===== src/stop_regs.svh =====
`ifndef STOP_REGS_SVH
`define STOP_REGS_SVH
// Register byte offsets
`define OFS_CTRL        8'h00
`define OFS_STATUS      8'h04
`define OFS_IRQ_STATUS  8'h08
`define OFS_IRQ_CLEAR   8'h0C
`define OFS_IRQ_ENABLE  8'h10
`define OFS_INTERRUPT_STACK      8'h40
// CTRL fields
`define CTRL_MP_BIT     0
`define CTRL_START_BIT  1
`define CTRL_RESET      2'h2
// STATUS fields
`define STAT_STOP_BIT   0
`define STAT_CAUSE_LSB  1
`define STAT_OVR_BIT    5
`define STAT_FLASH_LSB  6
`define STAT_ERR_LSB    8
// IRQ fields
`define IRQ_STOP_BIT    0
`define IRQ_RUN_BIT     1
`define IRQ_OVR_BIT     2
`define IRQ_RESET       3'h0
// Interrupt stack entry fields
`define ISTK_CAUSE_LSB  0
`define ISTK_VALID_BIT  4
// Flash timing
`define CLK_KHZ         40000
`define SLOW_HALF_MS    1000
`define FAST_HALF_MS    250
`endif

===== src/stop_pkg.sv =====
`default_nettype none
package stop_pkg;
  typedef enum logic [1:0] {
    ST_RUN  = 2'b01,
    ST_STOP = 2'b10
  } mode_t;

  typedef enum logic [3:0] {
    CAUSE_POWER_UP      = 4'h0,
    CAUSE_SELECTOR      = 4'h1,
    CAUSE_REMOTE_STOP   = 4'h2,
    CAUSE_DEVICE_FAULT  = 4'h3,
    CAUSE_OVR_DONE      = 4'h4,
    CAUSE_END_TEST      = 4'h5,
    CAUSE_COORD_STOP    = 4'h6,
    CAUSE_OTHER_CPU     = 4'h7,
    CAUSE_STOP_INSTR    = 4'h8,
    CAUSE_OPERATOR      = 4'h9,
    CAUSE_PROG_ERROR    = 4'hA,
    CAUSE_END_TEST_SELF = 4'hB,
    CAUSE_INIT_ERROR    = 4'hC
  } cause_t;

  typedef enum logic [1:0] {
    FLASH_STEADY = 2'h0,
    FLASH_SLOW   = 2'h1,
    FLASH_FAST   = 2'h2
  } flash_t;
endpackage
`default_nettype wire


===== src/stop_mode_indicator.sv =====
// Behaviour
// No user program instruction executes while stopped.
// Counters, timers, flags and process images are kept on entering stop.
// Command output disable is asserted while stopped, blocking digital outputs.
// In multiprocessor mode, coordinator test mode keeps output disable deasserted.
// Entering stop from run records each interrupted level with its cause.
// Stopped: run LED off, stop LED steady or flashing, disable LED except test.
// Single processor: selector, remote stop, fault, reset done, end test give steady.
// Multiprocessor: coordinator selector at stop gives steady stop LED.
// Stop caused by another CPU's fault gives steady stop LED here.
// Error stops flash the stop LED slowly, about 0.5 Hz.
// Multiprocessor: only the CPU whose error caused stop flashes slowly.
// Stop instruction, operator error, programming or device error flash slowly.
// Programming or device errors also light the matching error LED.
// End test issued to this CPU flashes its stop LED slowly.
// Pending overall reset request flashes the stop LED fast, about 2 Hz.
// Initialization errors enter stop and flash the stop LED fast.
// Flash rates divide the system clock; pending reset beats slow flashing.
//
// Chosen here: register access over Avalon-MM and the register addresses.
`include "stop_regs.svh"
`default_nettype none
module stop_mode_indicator
  import stop_pkg::*;
#(
  parameter int unsigned SLOW_HALF_CYC = `SLOW_HALF_MS * `CLK_KHZ,
  parameter int unsigned FAST_HALF_CYC = `FAST_HALF_MS * `CLK_KHZ
) (
  input  wire logic        mclk,
  input  wire logic        rst_n,
  input  wire logic [7:0]  address,
  input  wire logic        read,
  input  wire logic        write,
  input  wire logic [31:0] writedata,
  output logic [31:0]      readdata,
  output logic             waitrequest,
  output logic             irq,
  input  wire logic        selector_run,
  input  wire logic        remote_stop_command,
  input  wire logic        end_test_command,
  input  wire logic        end_test_this_cpu,
  input  wire logic        battery_fault,
  input  wire logic        io_supply_fault,
  input  wire logic        stop_instruction,
  input  wire logic        operator_error,
  input  wire logic        program_error,
  input  wire logic        addressing_error,
  input  wire logic        timeout_error,
  input  wire logic        cycle_time_error,
  input  wire logic        init_error,
  input  wire logic        overall_reset_request,
  input  wire logic        overall_reset_done,
  input  wire logic        coord_stop,
  input  wire logic        coord_test_mode,
  input  wire logic        other_cpu_fault_stop,
  input  wire logic [7:0]  interrupted_levels,
  input  wire logic [31:0] level_causes,
  output logic             user_exec_enable,
  output logic             images_clear,
  output logic             command_output_disable,
  output logic             run_led,
  output logic             stop_led,
  output logic             output_disable_led,
  output logic             addressing_error_led,
  output logic             timeout_error_led,
  output logic             cycle_time_error_led
);

  localparam int unsigned LEVELS = 8;

  mode_t       mode_q;
  cause_t      cause_q;
  cause_t      stop_cause;
  logic        stop_req;
  logic        start_ok;
  logic        sel_q;
  logic        ovr_req_q;
  logic [2:0]  err_led_q;
  logic [1:0]  ctrl_q;
  logic [2:0]  irq_status_q;
  logic [2:0]  irq_enable_q;
  logic [2:0]  irq_event;
  logic        ack_q;
  logic        wr_en;
  logic        mp_mode;
  logic        stop_now;
  logic        go_run;
  logic        fault_any;
  logic        err_any;
  logic [4:0]  interrupt_stack_q [LEVELS];
  logic [25:0] slow_cnt_q;
  logic [25:0] fast_cnt_q;
  logic        slow_ph_q;
  logic        fast_ph_q;
  flash_t      flash_mode;
  logic        stop_led_d;
  logic        interrupt_stack_hit;
  logic [31:0] status_word;

  assign mp_mode   = ctrl_q[`CTRL_MP_BIT];
  assign fault_any = battery_fault | io_supply_fault;
  assign err_any   = program_error | addressing_error | timeout_error | cycle_time_error;

  // Stop causes while running, highest priority first
  always_comb begin
    stop_req   = 1'b1;
    stop_cause = CAUSE_SELECTOR;
    if (fault_any) begin
      stop_cause = CAUSE_DEVICE_FAULT;
    end else if (err_any) begin
      stop_cause = CAUSE_PROG_ERROR;
    end else if (operator_error) begin
      stop_cause = CAUSE_OPERATOR;
    end else if (stop_instruction) begin
      stop_cause = CAUSE_STOP_INSTR;
    end else if (end_test_command) begin
      stop_cause = (mp_mode && end_test_this_cpu) ? CAUSE_END_TEST_SELF
                                                  : CAUSE_END_TEST;
    end else if (remote_stop_command) begin
      stop_cause = CAUSE_REMOTE_STOP;
    end else if (mp_mode && other_cpu_fault_stop) begin
      stop_cause = CAUSE_OTHER_CPU;
    end else if (mp_mode && coord_stop) begin
      stop_cause = CAUSE_COORD_STOP;
    end else if (sel_q && !selector_run) begin
      stop_cause = CAUSE_SELECTOR;
    end else begin
      stop_req = 1'b0;
    end
  end

  // Restart needs a fresh selector RUN edge and nothing pending
  assign start_ok = selector_run && !sel_q && ctrl_q[`CTRL_START_BIT] && !ovr_req_q &&
                    !init_error && !fault_any && !(mp_mode && coord_stop);

  // Outputs react to stop_now in the same edge that leaves run
  assign stop_now = (mode_q == ST_RUN) && (stop_req || init_error);
  assign go_run   = (mode_q == ST_STOP) && start_ok;

  always_ff @(posedge mclk) begin
    if (!rst_n) begin
      sel_q <= 1'b0;
    end else begin
      sel_q <= selector_run;
    end
  end

  always_ff @(posedge mclk) begin
    if (!rst_n) begin
      mode_q  <= ST_STOP;
      cause_q <= CAUSE_POWER_UP;
    end else begin
      case (mode_q)
        ST_RUN: begin
          if (init_error) begin
            mode_q  <= ST_STOP;
            cause_q <= CAUSE_INIT_ERROR;
          end else if (stop_req) begin
            mode_q  <= ST_STOP;
            cause_q <= stop_cause;
          end
        end
        ST_STOP: begin
          if (init_error) begin
            cause_q <= CAUSE_INIT_ERROR;
          end else if (overall_reset_done) begin
            cause_q <= CAUSE_OVR_DONE;
          end else if (go_run) begin
            mode_q <= ST_RUN;
          end
        end
        default: begin
          mode_q <= ST_STOP;
        end
      endcase
    end
  end

  // Error LEDs name the detected cause of a programming or device error
  always_ff @(posedge mclk) begin
    if (!rst_n) begin
      err_led_q <= 3'h0;
    end else if (stop_now && !init_error && !fault_any && err_any) begin
      err_led_q <= {cycle_time_error, timeout_error, addressing_error};
    end else if (go_run || overall_reset_done) begin
      err_led_q <= 3'h0;
    end
  end

  // Pending overall reset: request wins over a simultaneous completion
  always_ff @(posedge mclk) begin
    if (!rst_n) begin
      ovr_req_q <= 1'b0;
    end else if (overall_reset_request || init_error) begin
      ovr_req_q <= 1'b1;
    end else if (overall_reset_done && mode_q == ST_STOP) begin
      ovr_req_q <= 1'b0;
    end
  end

  // Only an overall reset wipes data; entering stop leaves it intact
  always_ff @(posedge mclk) begin
    if (!rst_n) begin
      images_clear <= 1'b0;
    end else begin
      images_clear <= overall_reset_done && mode_q == ST_STOP;
    end
  end

  // One record per level, flagged if interrupted, captured only when leaving run
  for (genvar i = 0; i < LEVELS; i++) begin : g_interrupt_stack
    always_ff @(posedge mclk) begin
      if (!rst_n) begin
        interrupt_stack_q[i] <= 5'h00;
      end else if (stop_now) begin
        interrupt_stack_q[i] <= {interrupted_levels[i], level_causes[4*i +: 4]};
      end else if (overall_reset_done && mode_q == ST_STOP) begin
        interrupt_stack_q[i] <= 5'h00;
      end
    end
  end

  // Flash cadences divided from mclk
  always_ff @(posedge mclk) begin
    if (!rst_n) begin
      slow_cnt_q <= 26'h0000000;
      slow_ph_q  <= 1'b0;
    end else if (slow_cnt_q == 26'(SLOW_HALF_CYC - 1)) begin
      slow_cnt_q <= 26'h0000000;
      slow_ph_q  <= ~slow_ph_q;
    end else begin
      slow_cnt_q <= slow_cnt_q + 26'h0000001;
    end
  end

  always_ff @(posedge mclk) begin
    if (!rst_n) begin
      fast_cnt_q <= 26'h0000000;
      fast_ph_q  <= 1'b0;
    end else if (fast_cnt_q == 26'(FAST_HALF_CYC - 1)) begin
      fast_cnt_q <= 26'h0000000;
      fast_ph_q  <= ~fast_ph_q;
    end else begin
      fast_cnt_q <= fast_cnt_q + 26'h0000001;
    end
  end

  // Pending reset outranks any error flashing
  always_comb begin
    if (ovr_req_q || cause_q == CAUSE_INIT_ERROR) begin
      flash_mode = FLASH_FAST;
    end else begin
      case (cause_q)
        CAUSE_STOP_INSTR,
        CAUSE_OPERATOR,
        CAUSE_PROG_ERROR,
        CAUSE_END_TEST_SELF: flash_mode = FLASH_SLOW;
        default:             flash_mode = FLASH_STEADY;
      endcase
    end
  end

  always_comb begin
    case (flash_mode)
      FLASH_FAST: stop_led_d = fast_ph_q;
      FLASH_SLOW: stop_led_d = slow_ph_q;
      default:    stop_led_d = 1'b1;
    endcase
  end

  // Status word assembled apart from the bus decode
  always_comb begin
    status_word                       = 32'h00000000;
    status_word[`STAT_STOP_BIT]       = mode_q == ST_STOP;
    status_word[`STAT_CAUSE_LSB +: 4] = cause_q;
    status_word[`STAT_OVR_BIT]        = ovr_req_q;
    status_word[`STAT_FLASH_LSB +: 2] = flash_mode;
    status_word[`STAT_ERR_LSB +: 3]   = err_led_q;
  end

  // Front panel lamps; run lamp drops together with execution
  always_ff @(posedge mclk) begin
    if (!rst_n) begin
      run_led            <= 1'b0;
      stop_led           <= 1'b1;
      output_disable_led <= 1'b1;
    end else begin
      run_led            <= mode_q == ST_RUN && !stop_now;
      stop_led           <= mode_q == ST_STOP && stop_led_d;
      output_disable_led <= (mode_q == ST_STOP || stop_now) && !coord_test_mode;
    end
  end

  // Outputs blocked in the very edge that execution stops, no gap
  always_ff @(posedge mclk) begin
    if (!rst_n) begin
      command_output_disable <= 1'b1;
      user_exec_enable       <= 1'b0;
    end else begin
      command_output_disable <= (mode_q == ST_STOP || stop_now) &&
                                !(mp_mode && coord_test_mode);
      user_exec_enable       <= mode_q == ST_RUN && !stop_now;
    end
  end

  assign addressing_error_led = err_led_q[0];
  assign timeout_error_led    = err_led_q[1];
  assign cycle_time_error_led = err_led_q[2];

  // Bus slave: one wait cycle per access
  assign waitrequest = (read || write) && !ack_q;
  assign wr_en       = write && ack_q;
  assign interrupt_stack_hit  = address[7:5] == 3'(`OFS_INTERRUPT_STACK >> 5) && address[1:0] == 2'h0;

  always_ff @(posedge mclk) begin
    if (!rst_n) begin
      ack_q <= 1'b0;
    end else begin
      ack_q <= (read || write) && !ack_q;
    end
  end

  always_ff @(posedge mclk) begin
    if (!rst_n) begin
      readdata <= 32'h00000000;
    end else if (read && !ack_q) begin
      readdata <= 32'h00000000;
      if (address == `OFS_CTRL) begin
        readdata[1:0] <= ctrl_q;
      end else if (address == `OFS_STATUS) begin
        readdata <= status_word;
      end else if (address == `OFS_IRQ_STATUS) begin
        readdata[2:0] <= irq_status_q;
      end else if (address == `OFS_IRQ_ENABLE) begin
        readdata[2:0] <= irq_enable_q;
      end else if (interrupt_stack_hit) begin
        readdata[4:0] <= interrupt_stack_q[address[4:2]];
      end
    end
  end

  always_ff @(posedge mclk) begin
    if (!rst_n) begin
      ctrl_q <= `CTRL_RESET;
    end else if (wr_en && address == `OFS_CTRL) begin
      ctrl_q <= writedata[1:0];
    end
  end

  always_ff @(posedge mclk) begin
    if (!rst_n) begin
      irq_enable_q <= `IRQ_RESET;
    end else if (wr_en && address == `OFS_IRQ_ENABLE) begin
      irq_enable_q <= writedata[2:0];
    end
  end

  assign irq_event[`IRQ_STOP_BIT] = stop_now;
  assign irq_event[`IRQ_RUN_BIT]  = go_run && !init_error && !overall_reset_done;
  assign irq_event[`IRQ_OVR_BIT]  = (overall_reset_request || init_error) && !ovr_req_q;

  // A new event beats a clear in the same cycle
  always_ff @(posedge mclk) begin
    if (!rst_n) begin
      irq_status_q <= `IRQ_RESET;
    end else if (wr_en && address == `OFS_IRQ_CLEAR) begin
      irq_status_q <= (irq_status_q & ~writedata[2:0]) | irq_event;
    end else begin
      irq_status_q <= irq_status_q | irq_event;
    end
  end

  assign irq = |(irq_status_q & irq_enable_q);

endmodule
`default_nettype wire


===== config.mk =====
export PLATFORM = sky130hd
export DESIGN_NAME = stop_mode_indicator
export DESIGN_NICKNAME = d
export VERILOG_FILES = /design/src/stop_pkg.sv /design/src/stop_mode_indicator.sv
export VERILOG_INCLUDE_DIRS = /design/src /design/src/src
export SDC_FILE = /design/constraint.sdc
export NUM_CORES = 1
export LEC_CHECK = 0
export BUFFER_PORTS_ARGS = -buffer_cell sky130_fd_sc_hd__buf_4
export CAP_MARGIN = 20
export CORE_MARGIN = 5
export CORE_UTILIZATION = 40
export CTS_CLUSTER_DIAMETER = 40
export DETAILED_ROUTE_END_ITERATION = 12
export PLACE_DENSITY = 0.7
export SYNTH_ARGS = -nofsm -noshare
export SYNTH_HDL_FRONTEND = slang
export SYNTH_SLANG_ARGS = --single-unit

===== constraint.sdc =====
create_clock -name mclk -period 4.4 [get_ports mclk]
set_clock_uncertainty 0.05 [all_clocks]
set_input_delay 0.66 -clock mclk [delete_from_list [all_inputs] [get_ports mclk]]
set_output_delay 0.66 -clock mclk [all_outputs]
set_load 0.02 [all_outputs]

======== Word-level counts from Yosys, hierarchy flattened ========
Memories as Yosys holds them, arrays and structs flattened.
Cells that the tools add are included.
storage, ports and cells
  memories ................................ 1
  input bits .............................. 102
  flip-flop bits (word level) ............. 111
  RAM bits ................................ 40
cells by class
  equality and inequality tests ........... 21
  add/sub/neg operators ................... 2
  bitwise logic cells ..................... 28
  reductions and logical operators ........ 59
  muxes and demuxes ....................... 70
memories
  name               words  width  read ports  clocked after Yosys merged registers in  wr ports  line                       source
  interrupt_stack_q  8      5      1           0                                        8         stop_mode_indicator.sv:90  logic [4:0] interrupt_stack_q [LEVELS];
operators by type and width
  cell                                             count
  two-way mux 5 bit                                18
  adder 26 x 1 -> 26 bit, second input constant    2
  two-way mux 4 bit                                10
  logical AND 1 bit                                31
  two-way mux 30 bit                               1
  == test 26 x 24 -> 1 bit, second input constant  1
  == test 26 bit, second input constant            1
  two-way mux 3 bit                                8
  == test 4 bit, second input constant             5
  two-way mux 1 bit                                20
  OR 1 bit                                         20
  two-way mux 2 bit                                9
  == test 8 x 4 -> 1 bit, second input constant    2
  zero test 1 bit                                  11
  == test 8 x 3 -> 1 bit, second input constant    1
  == test 8 x 5 -> 1 bit, second input constant    1
  zero test 8 bit                                  1
  one-hot mux 4 bit (2 select lines)               1
  AND 3 bit                                        2
  logical OR 1 bit                                 6
  two-way mux 6 bit                                1
  != test 2 bit, second input constant             3
  != test 3 bit, second input constant             2
  OR 3 bit                                         2
  14 further kinds                                 21

======== Longest topological paths before layout ========
Gate-level depths: netlist (run 1).
  depth after elaboration ................. 18
  mapped depth ............................ 7

======== Worst setup path before layout (run 1) ========
No wires, ideal clock.
  kind .................................... in2reg
  start ................................... in program_error
  end ..................................... mem interrupt_stack_q[0][0], enable pin
  setup time .............................. 0.589 ns
  arrival time ............................ 2.528 ns
  cell stages on the path ................. 4
  setup slack ............................. 1.233 ns
  buffers on the path ..................... 0
  cells stage by stage .................... nor4_1 nand4_1 o21ai_0 nand3_1
RTL lines
  what                line                       source
  start: declaration  stop_mode_indicator.sv:46  input wire logic program_error,
  end: declaration    stop_mode_indicator.sv:90

==> results of run 1 <==
worst max-delay path, cell delays in order:
cell and delay, ps:
buf_4 110, nor4_1 740, nand4_1 260, o21ai_0 620, nand3_1 140, buf_4 310
registers in the layout (all words and copies together) (netlist names), 2 cells and up:
| signal | flops |
|---|---|
| irq_enable_q | 3 |
| err_led_q | 3 |
| ctrl_q | 2 |
| fast_cnt_q | 26 |
| slow_cnt_q | 26 |
| irq_status_q | 3 |
| cause_q | 4 |
| readdata | 11 |
| interrupt_stack_q | 40 |
| mode_q | 2 |
report_power, final:
| part | internal (mW) | switching, mW | total (mW) |
|---|---|---|---|
| Sequential | 1.26 | 0.0155 | 1.28 |
| Combinational | 0.0844 | 0.104 | 0.188 |
| Clock | 0.939 | 0.489 | 1.43 |
kinds of logic (layout without fill, tap and decap cells):
logic type | after synthesis | after routing
AOI/OAI and AO/OA | 104 | 104
xor gates and xnor gates | 28 | 28
adders and majority gates | 2 | 2
buffers and inverters | 64 | 137
DFF | 130 | 130
muxes | 23 | 23
other | 1 | 21
and+or+nand+nor | 277 | 277
per-layer routing:
layer | wire length [um] | GRT usage, %
met1 | 6580 | 20.8
met3 | 967 | 5.24
met2 | 7510 | 27.7
met5 | 0 | 0
met4 | 260 | 5.71
synth_stat cells, drive strengths merged (3+ instances only):
cell type / n
dfxtp: 90
nor2: 57
and2: 42
edfxtp: 40
buf: 33
nand2: 30
nand3: 30
a21oi: 26
clkbuf: 23
nand4: 18
nor4: 17
o21ai: 15
or4: 15
xor2: 15
o31ai: 14
xnor2: 13
mux2i: 11
nor3: 11
or3: 11
and4: 10
mux4: 10
nor2b: 9
a22oi: 8
inv: 8
nand2b: 5
and3: 4
or2: 4
a32o: 3
a32oi: 3
nand3b: 3
nor4b: 3
o21a: 3
o41a: 3
o41ai: 3
final timing paths:
check	cells past startpoint	startpoint	slack, ps	end
min	1	fast_cnt_q[0]	410	fast_cnt_q[0]
max	6	program_error	1620	interrupt_stack_q[5][3]
max reg2reg	4	mode_q[1]	2110	interrupt_stack_q[5][3]
min reg2reg	1	fast_cnt_q[0]	410	fast_cnt_q[0]
cell type report:
class | count | area [um2]
fillers | 1407 | 8020
multi-input cells | 455 | 3050
flip-flops and latches | 130 | 3000
repair buffers | 97 | 732
clock buffers | 28 | 537
well taps | 216 | 270
clock inverters | 4 | 70.1
inverters | 8 | 30.0
stage by stage:
stage	total power [mW]	hold slack (ps)	instance area, um2	util [%]	worst slack [ps]
4_1_cts	2.91	407	7680	48.9	1730
3_3_place_gp	1.48	390	7080	45.0	1440
6_report	2.89	415	7690	49.0	1620
5_1_grt	2.98	404	7690	49.0	1480
3_5_place_dp	1.49	401	7080	45.0	1380
2_1_floorplan	1.42	379	6400	-	1230
==> impl_results.md, run 1 <==
* #FFs+latches synth at 130
* Critical Path End Type: register
* Die extent in x at between 100 and 150 um
* Leak at 2.81 nW
* Hold buffer count at CTS at 0
* First-pass GRT wire length at 24600 um
* Largest net degree at the start of global routing at 42
* First DRT Iteration DRCs at 454
* Clock transition at path regs at 50 ps
* Yosys cell types at 74
* Post-synthesis simple-gate area fraction at 25.2%
* PwrDens at 376 mW/mm2
* Worst Tran Pin Value at approximately 850 ps
* Core ar. at 0.0157 mm2
* Ports at roughly 150
* Final setup violation count at 0
* Layout cells sized above 1 at 21.5%
* Dominant synthesized flop cell: dfxtp_1
* Largest family of logic cells by synthesized area: simple AND/OR/NAND/NOR gates
* Drt first pass iters at 5
* Finished Layout Cells at 938
* Total CTS buffers at 17
* Vias in the first global route at 5111
* Highest Clock Rate at 0.360 GHz
* Post-Syn Area at ~0.0063 mm2
* Placed insts at 905
* Synth Area in Adders at 0.396%
* Total grt overflow at 0
* DR vias at 5129
* Initial antenna violation count at 0
* Sink Count at 130
* Area leader, netlist: dfxtp_1
* Rows at 46
* CTS tree: done
* Yosys top cell area share at 28.5%
* Area grow syn2layout at 21.6%
* Worst hold path type: register to register
* Initial core utilization at around two fifths
* Mux contribution to synthesized area at roughly 5.7%
* Status: finished, final reports clean
* EDFF count, synth at 40
* Routability Congestion at 0.880
* Nets at about 810
* Maxcap violations at 0
* Yosys warns at 0
* Total Routing Usage GR at between 10% and 20%
* Detailed Place HPWL at 11000 um
* Fraction of registers with async set/reset at 0%
* Synth Area in Compound Gates at 11.8%
* Post-synthesis sequential area ratio at 47.5%
* Data required time of the worst path at 4470 ps
* Hold violation count in the final report at 0
* Antenna cells at 0
* Crit Path Category: primary input to register
* Fin Setup TNS at 0 ps
* WL/cell at between 15 and 20 um
* Root buffer cell: clkbuf_16
* Vias/cell at 5.47
* Tmin final at 2780 ps
* H-tree depth at 4
* Top cells by area, synth: dfxtp_1 (28%), edfxtp_1 (19%), and2_1 (4.2%)
* RSZ-0062 raised after global routing: no
* Clock Path Buffers at 2
* Post-route ant nets at 0
* Largest fanout on the critical path at 35
* Most frequent cells in the layout: buf_4 (96), dfxtp_1 (90), nor2_1 (57)
* Total wire length at 15300 um
* Clock latency on the worst-skew pair at approximately 410 ps
* Critical Path AT at 2850 ps
* # resized after CTS at 0
* Xor and xnor area share after synthesis at roughly 3.9%
* VDD IR max at 0.264 mV
* Post-Synthesis Cells at roughly 630
* Post-CTS setup buffer count at 0
* Worst setup SP type: primary input
* Syn Area/Cell at between 10 and 15 um2
* Count of pins over their slew limit at 0
* Die span in y at 136 um
* Period utilization at 63.1%
* Relative slew margins at 42.8%
* Most common cell after layout, fill and taps aside: buf_4
* I/O Buffers at 94
* Die Area at 0.0184 mm2
* Residual DRC count at 0
(Power assumes the default switching activity.)
==> inputs of run 2 (changes only) <==
- ABC_AREA: default -> 1
- clock period: 4.4 -> 2.6 ns (I/O delays scaled with it)
==> run 2 against run 1 <==
Compared with the run above: routed wire length rose by 4.5%; combinational power rose by 69%; sequential share of layout area fell by 1.7 points; clock-buffer cell count did not move; die area rose by 4.6%; via count rose by 16%; first-iteration DRC count fell by 9.9%; global-route usage fell by 0.18 points; highest routed layer unchanged.
==> impl_results.md, run 2 <==
* Routability Congestion at 0.955 (+8.4%)
* VDD IR max at 0.448 mV (+70%)
* Total CTS buffers at 17 (unchanged)
* RSZ-0062 raised after global routing: no
* Top cells by area, synth: dfxtp_1 (27%), edfxtp_1 (18%), nand2_1 (12%)
* #FFs+latches synth at 130 (unchanged)
* Critical Path End Type: register
* Worst hold slack at 127 ps (-288 ps)
* Placed cell area at 0.00749 mm2 (+5.8%)
* Worst R2R Start: fast_cnt_q[0]
* R2r setup slk at 560 ps (-1550 ps)
* Crit path launch: fast_cnt_q[0]
* Total Routing Usage GR at 16.6% (-0.18 points)
* Largest registers: interrupt_stack_q: 40 flops, fast_cnt_q: 26 flops, slow_cnt_q: 26 flops
* Combinational cell fraction of total power at 6.7% (+0.2 points)
* Residual DRC count at 0 (unchanged)
* Post-CTS setup buffer count at 0 (unchanged)
* Critical Path AT at 2270 ps (-580 ps)
* EDFF count, synth at 40 (unchanged)
* Final Total Pwr at 4.73 mW (+63%)
* Worst Tran Pin Value at 621 ps (-229 ps)
* Most flops, register: interrupt_stack_q
* Hold violation count in the final report at 0 (unchanged)
* Ports at 145 (unchanged)
* Sink Count at 130 (unchanged)
* DR vias at 5966 (+16%)
* Syn Area/Cell at 7.33 um2 (-27%)
* Count of pins over their slew limit at 0 (unchanged)
* Post-Syn Area at 0.00664 mm2 (+5.0%)
* Status: finished, final reports clean
* Max FFs per register at 40 (unchanged)
* # resized after CTS at 0 (unchanged)
* Drt first pass iters at 6 (+1)
* Most frequent cells in the layout: nand2_1 (210), nor2_1 (139), inv_1 (132)
* Die extent in x at 139 um (+2.3%)
* Vias in the first global route at 5640 (+10%)
* Initial antenna violation count at 0 (unchanged)
* Sequential group share of total power at 45.6% (+1.5 points)
* Clock transition at path regs at 60 ps (about the same)
* Antenna cells at 0 (unchanged)
* Yosys warns at 0 (unchanged)
* Crit Path Category: register to register
* Leak at 3.34 nW (+19%)
* Reg2reg end: fast_cnt_q[21]
* First DRT Iteration DRCs at 409 (-9.9%)
* Total grt overflow at 0 (unchanged)
* Fin Setup TNS at 0 ps (unchanged)
* Layout cells sized above 1 at 15.8% (-5.7 points)
* Clock latency on the worst-skew pair at 410 ps (about the same)
* Largest net degree at the start of global routing at 42 (unchanged)
* Clock Path Buffers at 2 (unchanged)
* Final setup violation count at 0 (unchanged)
* Post-synthesis sequential area ratio at 45.2% (-2.2 points)
* Synth cell count leaders: nand2_1 (210), nor2_1 (139), inv_1 (132), dfxtp_1 (90), a21oi_1 (53)
* Hold buffer count at CTS at 0 (unchanged)
* Top-count cell post-synth: nand2_1
* Worst setup SP type: register
* CP Capture Point: fast_cnt_q[21]
* H-tree depth at 4 (unchanged)
* Fraction of registers with async set/reset at 0% (unchanged)
* Root buffer cell: clkbuf_16
* Area leader, netlist: dfxtp_1
* Worst hold path type: primary input to register
* Most common cell after layout, fill and taps aside: nand2_1
* CTS tree: done
* Cell internal pwr at 3.69 mW (+61%)
* Clock share of power at 47.7% (-1.7 points)
* First-pass GRT wire length at 26500 um (+7.8%)
* Rows at 47 (+2.2%)
* Psw at 1.04 mW (+72%)
* Yosys top cell area share at 27.1% (-1.3 points)
* Maxcap violations at 0 (unchanged)
* Core ar. at 0.0164 mm2 (+4.4%)
* Largest fanout on the critical path at 26 (-26%)
* Vias/cell at 4.82 (-12%)
* Initial core utilization at 40.5% (+0.21 points)
* Area of the multi-input gates at 0.00294 mm2 (-3.7%)
* Sw Share at 22.1% (+1.0 points)
* Post-Synthesis Cells at 906 (+44%)
* WL/cell at 12.9 um (-21%)
* Yosys cell types at 41 (-45%)
* Fill cell count at 1587 (+13%)
* Nets at 1111 (+37%)
* PwrDens at 587 mW/mm2 (+56%)
* I/O Buffers at 94 (unchanged)
* Data required time of the worst path at 2830 ps (-1640 ps)
* Relative slew margins at 58.1% (+15 points)
* Post-route ant nets at 0 (unchanged)
* Detailed Place HPWL at 11800 um (+7.7%)
* Post-route cell area at 0.00805 mm2 (+4.7%)
* Tmin final at 2040 ps
* Period utilization at 78.6%
* Die Area at 0.0193 mm2 (+4.6%)
* Highest Clock Rate at 0.489 GHz
* Area grow syn2layout at 21.3%
* FF/Latch Area at 0.00300 mm2 (unchanged)
* Die span in y at 139 um (+2.3%)
* Reg2reg path depth at 8 (+4)
* Post-Route Utilization at 49.1% (+0.11 points)
* Dominant synthesized flop cell: dfxtp_1
* Total wire length at 16000 um (+4.5%)
## run 2: layout make-up
class                   instances  area share, %
repair buffers                 99           9.39
clock buffers                  28           6.82
clock inverters                 3          0.202
well taps                     220           3.42
multi-input cells             623           36.5
inverters                     136           6.37
flip-flops and latches        130           37.3
## run 2: cells by family after synthesis
logic type | after synthesis | share of synthesized area (%)
AO/OA/AOI/OAI | 81 | 6.41
XOR/XNOR | 16 | 2.11
adder cells (fa/ha/maj) | 2 | 0.377
buffers and inverters | 173 | 11.6
flip-flops | 130 | 45.2
other | 1 | 0.0565
AND/OR/NAND/NOR | 503 | 34.2
## run 2: worst max-delay path, stage by stage, from the launching register on
cell and delay [ps]:
dfxtp_1 340, ha_1 230, nand2_1 120, nor2_4 170, nand2_1 80, nor3_1 250, nand2_1 130, nand2_2 410
nor3_1 120
## run 2: worst min-delay path by stage
| stage | startpoint | end | cells past startpoint |
|---|---|---|---|
| after detailed placement | fast_cnt_q[0] | fast_cnt_q[0] | 1 |
| after CTS | selector_run | sel_q | 3 |
| final | selector_run | sel_q | 3 |
| after global placement | fast_cnt_q[0] | fast_cnt_q[0] | 1 |
| after global routing | selector_run | sel_q | 3 |
| after floorplan | fast_cnt_q[0] | fast_cnt_q[0] | 1 |
## run 2: per-stage QoR
step / worst slack [ps] / instances
finish: 556 / 1239
global route: 320 / 1239
CTS: 532 / 1239
detailed placement: 528 / 1208
global placement: 589 / 1208
floorplan: 131 / 926
## run 2: power groups by stage
| stage | Clock [mW] | Combinational [mW] | Sequential [mW] |
|---|---|---|---|
| floorplan | 0 | 0.194 | 2.20 |
| global placement | 0 | 0.315 | 2.20 |
| detailed placement | 0 | 0.316 | 2.20 |
| CTS | 2.29 | 0.318 | 2.16 |
| global route | 2.40 | 0.352 | 2.16 |
| finish | 2.25 | 0.317 | 2.16 |
## run 2: layer usage
metal	up-vias	track usage (%)	part of all wire, %
met5	-	0	0
li1	3062	-	-
met4	0	5.56	1.7
met2	160	28.5	49
met1	2722	20.2	44
met3	22	4.45	5.2
==> inputs of run 3 (changes only) <==
- clock period: 2.6 -> 2 ns (I/O delays scaled with it)
==> run 3 against run 2 <==
Compared with the run above: clock power is 35% higher; cell count increased by 0.89%; worst setup slack got worse by 340 ps; flip-flop and latch count unchanged; combinational power grew 35%; hold slack got worse by 98 ps; design area increased by 1.8%; power up 32%; sequential power increased by 30%.
==> impl_results.md, run 3 (same netlist as run 2, synthesis figures left out) <==
* Status: finished, final reports clean
* Vias/cell at 4.80 (-0.41%)
* Largest net degree at the start of global routing at 42 (unchanged)
* Largest registers: interrupt_stack_q: 40 flops, fast_cnt_q: 26 flops, slow_cnt_q: 26 flops
* Relative slew margins at 62.8% (+4.7 points)
* Worst hold start: selector_run
* Hold violation count in the final report at 0 (unchanged)
* Count of pins over their slew limit at 0 (unchanged)
* Crit Path Category: register to register
* Ports at 145 (unchanged)
* Initial core utilization at 40.5% (unchanged)
* Placed insts at 1216 (+0.66%)
* Final setup violation count at 0 (unchanged)
* Finished Layout Cells at 1250 (+0.89%)
* Clock latency on the worst-skew pair at 420 ps (about the same)
* Total CTS buffers at 17 (unchanged)
* VDD IR max at 0.600 mV (+34%)
* Worst hold path type: primary input to register
* Drt first pass iters at 7 (+1)
* Detailed Place HPWL at 11600 um (-2.0%)
* Total grt overflow at 0 (unchanged)
* Layout cells sized above 1 at 17.2% (+1.4 points)
* Area of the multi-input gates at 0.00296 mm2 (+0.72%)
* Slowest CP cell: dfxtp_1
* Antenna cells at 0 (unchanged)
* CP Buf/Inv Count at 0 (unchanged)
* DR vias at 5994 (+0.47%)
* FF/Latch Area at 0.00300 mm2 (unchanged)
* Rows at 47 (unchanged)
* Reg2reg end: slow_cnt_q[17]
* Worst hold slack at 28.8 ps (-98.2 ps)
* Largest fanout on the critical path at 26 (unchanged)
* CTS tree: done
* R2r setup slk at 210 ps (-340 ps)
* Total Routing Usage GR at 16.2% (-0.36 points)
* Crit path largest cell delay at 360 ps (-50 ps)
* Critical Path AT at 2040 ps (-230 ps)
* Data required time of the worst path at 2250 ps (-580 ps)
* Area grow syn2layout at 23.5%
* Leak at 3.39 nW (+1.6%)
* Root buffer cell: clkbuf_16
* Crit path top cell by count: nand2_2
* CP Capture Point: slow_cnt_q[17]
* Worst Tran Pin Value at 553 ps (-68.0 ps)
* Hold buffer count at CTS at 0 (unchanged)
* Crit path launch: slow_cnt_q[1]
* Post-Route Utilization at 50.0% (+0.89 points)
* Residual DRC count at 0 (unchanged)
* I/O Buffers at 94 (unchanged)
* Reg2reg path depth at 8 (unchanged)
* Crit. path cell count at 8 (unchanged)
* First-pass GRT wire length at 26100 um (-1.6%)
* Maxcap violations at 0 (unchanged)
* Die span in y at 139 um (unchanged)
* Vias in the first global route at 5653 (+0.23%)
* Nets at 1121 (+0.90%)
* Fill cell count at 1559 (-1.8%)
* Tmin final at 1790 ps (-255 ps)
* Worst setup SP type: register
* Post-route ant nets at 0 (unchanged)
* Sink Count at 130 (unchanged)
* Most flops, register: interrupt_stack_q
* Clock transition at path regs at 60 ps (about the same)
* First DRT Iteration DRCs at 366 (-11%)
* Total wire length at 15800 um (-1.3%)
* Most common cell after layout, fill and taps aside: nand2_1
* CP Cell Sequence: ha_1, nand2_2, nor2_4, nand2_2, nor3_2, nand2_1, nand2_4, nor2_1
* Final Worst Setup Slack at 211 ps (-345 ps)
* Core ar. at 0.0164 mm2 (unchanged)
* Setup WS pre-CTS at 153 ps (-375 ps)
* H-tree depth at 4 (unchanged)
* Fin Setup TNS at 0 ps (unchanged)
* Die extent in x at 139 um (unchanged)
* Max FFs per register at 40 (unchanged)
* Worst R2R Start: slow_cnt_q[1]
* Die Area at 0.0193 mm2 (unchanged)
* Most frequent cells in the layout: nand2_1 (210), nor2_1 (137), inv_1 (132)
* Highest Clock Rate at 0.559 GHz (+14%)
* Initial antenna violation count at 0 (unchanged)
* Critical Path End Type: register
* WL/cell at 12.6 um (-2.2%)
* Post-route cell area at 0.00820 mm2 (+1.8%)
* Kind of cell adding the most delay to the critical path: simple AND/OR/NAND/NOR gates
* Final Total Pwr at 6.26 mW (+32%)
* Placed cell area at 0.00759 mm2 (+1.4%)
* RSZ-0062 raised after global routing: no
* PwrDens at 764 mW/mm2 (+30%)
* Clock Path Buffers at 2 (unchanged)
* Routability Congestion at 0.973 (+1.9%)
* Period utilization at 89.5% (+11 points)
-- run 3: worst min-delay path by stage --
| stage | endpoint | slack (ps) | cells after the start |
|---|---|---|---|
| 6_report | sel_q | 30 | 3 |
| 5_1_grt | sel_q | 50 | 3 |
| 4_1_cts | sel_q | 20 | 3 |
| 3_5_place_dp | fast_cnt_q[0] | 390 | 1 |
| 3_3_place_gp | fast_cnt_q[0] | 380 | 1 |
| 2_1_floorplan | sel_q | 340 | 2 |
-- run 3: power breakdown --
group / leakage, nW / internal (mW) / switching, mW
clock network: 0.268 / 1.94 / 1.09
registers: 1.17 / 2.77 / 0.0283
logic: 1.95 / 0.175 / 0.254
-- run 3: cell type report --
cell class / instances / area share (%)
tap: 220 / 3.36
timing repair buffer: 109 / 10.6
multi-input combinational: 623 / 36.1
clock inverter: 11 / 1.68
sequential: 130 / 36.6
inverter: 136 / 6.26
clock buffer: 21 / 5.37
-- run 3: worst reg2reg max path: stages, from the launching register on --
cell,delay [ps]
dfxtp_1,360
ha_1,230
nand2_2,100
nor2_4,180
nand2_2,90
nor3_2,170
nand2_1,140
nand2_4,270
nor2_1,90
-- run 3: repair_timing --
item	in CTS	in global routing
setup buffers	0	2
setup endpoints to repair	0	26
gates resized for setup	0	5
-- run 3: per-layer routing --
metal  GRT usage [%]  vias up  routed length [um]
met1            20.2     2723                6840
met2            27.4      156                7780
met5               0        -                   0
met4            6.33        0                 340
li1                -     3087                   -
met3            3.72       28                 828
